## src/hdl/post_pkg.sv

```systemverilog
// Shared constants for the power-on self-test sequencer
package post_pkg;

    // ------------------------------------------------------------
    // Clock and timing
    // ------------------------------------------------------------
    localparam int unsigned SYS_CLK_HZ = 40_000_000;  // System clock rate
    localparam int unsigned OSC_HZ = 24_000_000;      // Reference oscillator
    localparam int unsigned CPU_CLK_HZ = 4_000_000;   // Processor clock pacing test accesses
    localparam int unsigned CPU_DIV = SYS_CLK_HZ / CPU_CLK_HZ; // sys_clk edges per CPU tick
    localparam int unsigned SELFTEST_MS = 7500;       // Whole sequence, in milliseconds
    localparam int unsigned SELFTEST_CYCLES = SELFTEST_MS * (SYS_CLK_HZ / 1000);
    localparam int unsigned BEEP_MS = 100;            // Operator alarm length, milliseconds
    localparam int unsigned BEEP_CYCLES = BEEP_MS * (SYS_CLK_HZ / 1000);

    // ------------------------------------------------------------
    // Memory test patterns
    // ------------------------------------------------------------
    localparam logic [7:0] PAT_A = 8'haa;             // First fill pattern
    localparam logic [7:0] PAT_B = 8'h55;             // Second fill pattern

    // ------------------------------------------------------------
    // Regions under test, in test order
    // ------------------------------------------------------------
    localparam int unsigned NUM_REGIONS = 4;
    localparam logic [3:0] REG0_BANK = 4'h7;          // Video memory
    localparam logic [15:0] REG0_START = 16'hc000;
    localparam logic [15:0] REG0_END = 16'hcfff;
    localparam logic [3:0] REG1_BANK = 4'h8;          // Support RAM
    localparam logic [15:0] REG1_START = 16'h2000;
    localparam logic [15:0] REG1_END = 16'h27ff;
    localparam logic [3:0] REG2_BANK = 4'h0;          // Main bank 0
    localparam logic [15:0] REG2_START = 16'h3000;
    localparam logic [15:0] REG2_END = 16'hffff;
    localparam logic [3:0] REG3_BANK = 4'h1;          // Main bank 1
    localparam logic [15:0] REG3_START = 16'h4000;
    localparam logic [15:0] REG3_END = 16'hefff;

    // ------------------------------------------------------------
    // Peripheral register test: disk controller 08-0b and timer 04-07 absent
    // ------------------------------------------------------------
    localparam int unsigned NUM_IO = 8;
    localparam logic [7:0] IO_VAL_EVEN = 8'ha5;       // Known value, even entries
    localparam logic [7:0] IO_VAL_ODD = 8'h5a;        // Known value, odd entries
    localparam logic [7:0] IO_PORT0 = 8'h00;          // System select adapter
    localparam logic [7:0] IO_PORT1 = 8'h01;
    localparam logic [7:0] IO_PORT2 = 8'h02;
    localparam logic [7:0] IO_PORT3 = 8'h03;
    localparam logic [7:0] IO_PORT4 = 8'h10;          // Parallel adapter
    localparam logic [7:0] IO_PORT5 = 8'h11;
    localparam logic [7:0] IO_PORT6 = 8'h12;
    localparam logic [7:0] IO_PORT7 = 8'h13;

endpackage

```

## src/hdl/bus_access.sv

```systemverilog
// Single bus access engine with processor-clock pacing and refresh retry
`timescale 1ns/10ps
`default_nettype none

module bus_access #(
    parameter int unsigned DIV = post_pkg::CPU_DIV
) (
    input wire logic sys_clk,
    input wire logic rst_n,
    input wire logic start,
    input wire logic io_in,
    input wire logic we_in,
    input wire logic [3:0] bank_in,
    input wire logic [15:0] addr_in,
    input wire logic [7:0] wdata_in,
    output logic done,
    output logic [7:0] rdata,
    output logic bus_req,
    output logic bus_io,
    output logic bus_we,
    output logic [3:0] bus_bank,
    output logic [15:0] bus_addr,
    output logic [7:0] bus_wdata,
    input wire logic [7:0] bus_rdata,
    input wire logic bus_ack,
    input wire logic refresh_hold
);

    // ------------------------------------------------------------
    // State and registers
    // ------------------------------------------------------------
    typedef enum logic [1:0] {A_IDLE, A_WAIT, A_BUS, A_DONE} acc_state_t;

    acc_state_t state_reg, state_next;       // Access phase
    logic [7:0] tick_reg, tick_next;         // Processor clock divider
    logic req_reg, req_next;                 // Request pin
    logic io_reg, io_next;                   // I/O space select
    logic we_reg, we_next;                   // Write strobe
    logic [3:0] bank_reg, bank_next;         // Bank select
    logic [15:0] addr_reg, addr_next;        // Address
    logic [7:0] wdata_reg, wdata_next;       // Write data
    logic [7:0] rdata_reg, rdata_next;       // Captured read data
    logic tick;                              // One CPU clock period passed

    assign tick = (tick_reg == 8'(DIV - 1));

    // ------------------------------------------------------------
    // Next-state logic
    // ------------------------------------------------------------
    always_comb begin
        state_next = state_reg;
        tick_next = tick ? 8'h00 : tick_reg + 8'h01;
        req_next = req_reg;
        io_next = io_reg;
        we_next = we_reg;
        bank_next = bank_reg;
        addr_next = addr_reg;
        wdata_next = wdata_reg;
        rdata_next = rdata_reg;
        case (state_reg)
            A_IDLE: begin
                // Latch the request so the caller may change its inputs
                if (start) begin
                    io_next = io_in;
                    we_next = we_in;
                    bank_next = bank_in;
                    addr_next = addr_in;
                    wdata_next = wdata_in;
                    state_next = A_WAIT;
                end
            end
            A_WAIT: begin
                // Issue on a CPU tick only, and never while refresh owns memory
                if (tick && !(refresh_hold && !io_reg)) begin
                    req_next = 1'b1;
                    state_next = A_BUS;
                end
            end
            A_BUS: begin
                if (bus_ack) begin
                    req_next = 1'b0;
                    rdata_next = bus_rdata;
                    state_next = A_DONE;
                end else if (refresh_hold && !io_reg) begin
                    // Refresh won the bus: back off and retry, no failure
                    req_next = 1'b0;
                    state_next = A_WAIT;
                end
            end
            A_DONE: begin
                state_next = A_IDLE;
            end
            default: begin
                req_next = 1'b0;
                state_next = A_IDLE;
            end
        endcase
    end

    // ------------------------------------------------------------
    // Registers
    // ------------------------------------------------------------
    always_ff @(posedge sys_clk) begin
        if (!rst_n) begin
            state_reg <= A_IDLE;
            tick_reg <= 8'h00;
            req_reg <= 1'b0;
            io_reg <= 1'b0;
            we_reg <= 1'b0;
            bank_reg <= 4'h0;
            addr_reg <= 16'h0000;
            wdata_reg <= 8'h00;
            rdata_reg <= 8'h00;
        end else begin
            state_reg <= state_next;
            tick_reg <= tick_next;
            req_reg <= req_next;
            io_reg <= io_next;
            we_reg <= we_next;
            bank_reg <= bank_next;
            addr_reg <= addr_next;
            wdata_reg <= wdata_next;
            rdata_reg <= rdata_next;
        end
    end

    assign done = (state_reg == A_DONE);
    assign rdata = rdata_reg;
    assign bus_req = req_reg;
    assign bus_io = io_reg;
    assign bus_we = we_reg;
    assign bus_bank = bank_reg;
    assign bus_addr = addr_reg;
    assign bus_wdata = wdata_reg;

endmodule

`default_nettype wire

```

## config.mk

```make
export PLATFORM = sky130hd
export DESIGN_NAME = bus_access
export DESIGN_NICKNAME = d
export VERILOG_FILES = /design/src/hdl/post_pkg.sv /design/src/hdl/bus_access.sv
export SDC_FILE = /design/constraint.sdc
export NUM_CORES = 1
export LEC_CHECK = 0
export BUFFER_PORTS_ARGS = -buffer_cell sky130_fd_sc_hd__buf_2
export CAP_MARGIN = 20
export CORE_UTILIZATION = 35
export DETAILED_ROUTE_END_ITERATION = 16
export SLEW_MARGIN = 20
export SYNTH_ARGS = -nofsm -noshare
export SYNTH_HDL_FRONTEND = slang
export SYNTH_SLANG_ARGS = --single-unit
```

## constraint.sdc

```tcl
create_clock -name sys_clk -period 1.87 [get_ports sys_clk]
set_input_delay 0.374 -clock sys_clk [delete_from_list [all_inputs] [get_ports sys_clk]]
set_output_delay 0.374 -clock sys_clk [all_outputs]
set_load 0.01 [all_outputs]
```

==> metrics.yaml <==
place_congestion: 0.785
syn_inst: 213
dp_hpwl_mm: 2.91
grt_pass1_vias: 1576
worstMarginPinSlew_ns: 0.639
root_buffer: "clkbuf_8"
synth_fp_nets: 258
critPathKind: "flop to flop"
reg2regPathDepth: 4
period_share_pct: 89.3
sw_frac_of_total_pct: 21.8
post_cts_buffers: 0
setup_viol: 0
ys_seq_area_share_pct: 51.1
first_pass_iters: 4
die_h_microns: 76.0
wl_per_cell_microns: 11.3
synth_top_cell_area_share_pct: 51.1
ys.warnings.count: 0
power_frac_comb_pct: 10.2
placed_area_sq_um: 2410
power_w: 0.00220
period_needed_ns: 1.67
synth_seq_cells: 49
p_leak_nw: 1.19
drv_slew: 0
critPathArrivalTime_ns: 1.91
min_path_type: "input port to flop"
required_ns: 2.11
internal_power_w: 0.00172
synth_area_leaders: "dfxtp_1 (51%), nand2_1 (12%), a21boi_0 (12%), mux2i_1 (4.2%), nor2b_1 (2.9%)"
cts_tree: "yes"
drc: 0
area_growth_syn_to_layout_pct: 32.6
numCtsBuffers: 5
vdd_drop_max_v: 0.000595
synth_top_cell_by_area: "dfxtp_1"
grt_pass1_wl_mm: 7.21
postRouteAntennaNets: 0
p_clk_share_pct: 39.3
worstSetupStartpoint: "tick_reg[0]$_SDFF_PP0_"
drive_gt1_share_pct: 33.8
start_util_pct: 36.9
design_area_sq_um: 2540
fin_nets: 340
skew_ns: 0.00318
clock_latency_ns: 0.29
cts.sinks: 49
crit_fanout: 6
seq_power_share_pct: 50.6
rsz0062_at_grt: "false"
viasPerCell: 4.49
ctsHoldBuffers: 0
reg2reg_slack_ns: 0.20
grt_antenna_before_repair: 0
cellPowerDensity_nw_per_um2: 867
wl_mm: 4.12
cp-start-kind: "flop"
n_antenna_cell: 0
clock_path_buffers: 2
htree_levels: 2
dieArea_sq_um: 5780
fin_hold_ws_ns: 0.321
tns_ns: 0
grt_max_degree: 31
max_freq_mhz: 599
drt_iter0_drc: 27
syn-cell-area_sq_um: 1920
cts_resized: 0
status: "complete, no violations"
core_area_sq_um: 5200
overflow: 0
io_buffers: 82
switchingPower_w: 0.000480
num_vias: 1642
clk_pin_slew_worst_paths_ns: 0.09
pin_count: 83
grt.total_usage_pct: 15.4
drv_cap: 0
finalHoldViolations: 0
r2r_start: "tick_reg[0]$_SDFF_PP0_"
slew_headroom_pct: 57.4
crit_end: "bus_req$_SDFFE_PN0P_"
largest_reg_flops: 16
reg2reg_to: "bus_req$_SDFFE_PN0P_"
die_w_microns: 76.0
avgSynthCellArea_sq_um: 9.01
end_kind: "flop"
netlist-cell-type-count: 30
fp-row-count: 26
==> how the worst min path moves through the flow <==
stage                         startpoint                         to  slack, ns  depth (start not counted)
2_1_floorplan     tick_reg[0]$_SDFF_PP0_     tick_reg[0]$_SDFF_PP0_       0.46                          1
3_3_place_gp   bus_wdata[4]$_SDFFE_PN0P_  bus_wdata[4]$_SDFFE_PN0P_       0.45                          2
3_5_place_dp    bus_addr[4]$_SDFFE_PN0P_   bus_addr[4]$_SDFFE_PN0P_       0.45                          2
4_1_cts                       addr_in[8]   bus_addr[8]$_SDFFE_PN0P_       0.31                          3
5_1_grt                      addr_in[15]  bus_addr[15]$_SDFFE_PN0P_       0.31                          3
6_report                      addr_in[0]   bus_addr[0]$_SDFFE_PN0P_       0.32                          3
==> cell usage in the layout, fill, tap and decap left out, drive strengths merged, types with 2 or more instances in the layout <==
master	instances
a21oi	4
bufinv	2
mux2i	8
nor2b	9
nand2b	3
nor2	6
clkbuf	5
or3	3
nand2	61
buf	86
or3b	2
ha	2
nand3	4
o21ai	4
a21boi	30
xor2	2
dfxtp	49
inv	3
==> cells in the mapped netlist, drive strengths merged <==
| cell | count |
|---|---|
| nand2 | 61 |
| dfxtp | 49 |
| a21boi | 30 |
| clkbuf | 10 |
| nor2b | 9 |
| mux2i | 8 |
| nor2 | 6 |
| a21oi | 4 |
| nand3 | 4 |
| o21ai | 4 |
| inv | 3 |
| nand2b | 3 |
| or3 | 3 |
| ha | 2 |
| or3b | 2 |
| xor2 | 2 |
| a2111oi | 1 |
| and2 | 1 |
| buf | 1 |
| nand3b | 1 |
| nand4 | 1 |
| nor3 | 1 |
| nor3b | 1 |
| nor4 | 1 |
| nor4b | 1 |
| o21a | 1 |
| o221a | 1 |
| or4b | 1 |
| xnor2 | 1 |
==> power groups by stage <==
stage               sequential, W  combinational [W]  clock [W]
floorplan                 0.00115           0.000101          0
global placement          0.00114           0.000226          0
detailed placement        0.00114           0.000229          0
CTS                       0.00111           0.000230   0.000896
global route              0.00112           0.000256   0.000943
finish                    0.00111           0.000224   0.000866
==> worst max-delay path, cell delays in order, from the launching register on <==
cell	delay (ns)
dfxtp_1	0.42
ha_1	0.17
or4b_4	0.48
nor4_4	0.31
o221a_2	0.23
==> cell type report <==
class                           instances  area [sq um]
Fill cell                             529          2660
Sequential cell                        49           981
Multi-Input combinational cell        150           888
Timing Repair Buffer                   86           440
Tap cell                               70          87.6
Clock buffer                            5          68.8
Clock inverter                          3          65.1
Inverter                                3          11.3
==> metal layers <==
layer  wire length [microns]  vias up  track usage, %
met4                      47        0            5.77
met1                    1960      724            19.7
met2                    1870       47            24.6
met5                       0        -               0
met3                     244        5            4.43
li1                        -      866               -
==> kinds of logic after synthesis <==
family	count (synthesis)	share of synthesized area (%)
AND/OR/NAND/NOR	96	23.9
XOR/XNOR	3	1.37
flip-flops	49	51.1
multiplexers	8	4.17
adder cells (fa/ha/maj)	2	1.30
AO/OA/AOI/OAI	41	15.3
buffers and inverters	14	2.80
==> metrics by stage <==
step / instances / setup WS [ns] / utilization (%)
floorplan: 213 / 0.288 / -
global placement: 358 / 0.277 / 46.3
detailed placement: 358 / 0.212 / 46.3
CTS: 366 / 0.192 / 48.8
global route: 366 / 0.0920 / 48.8
finish: 366 / 0.200 / 48.8
Note: power is estimated with default switching activity, not from simulation.
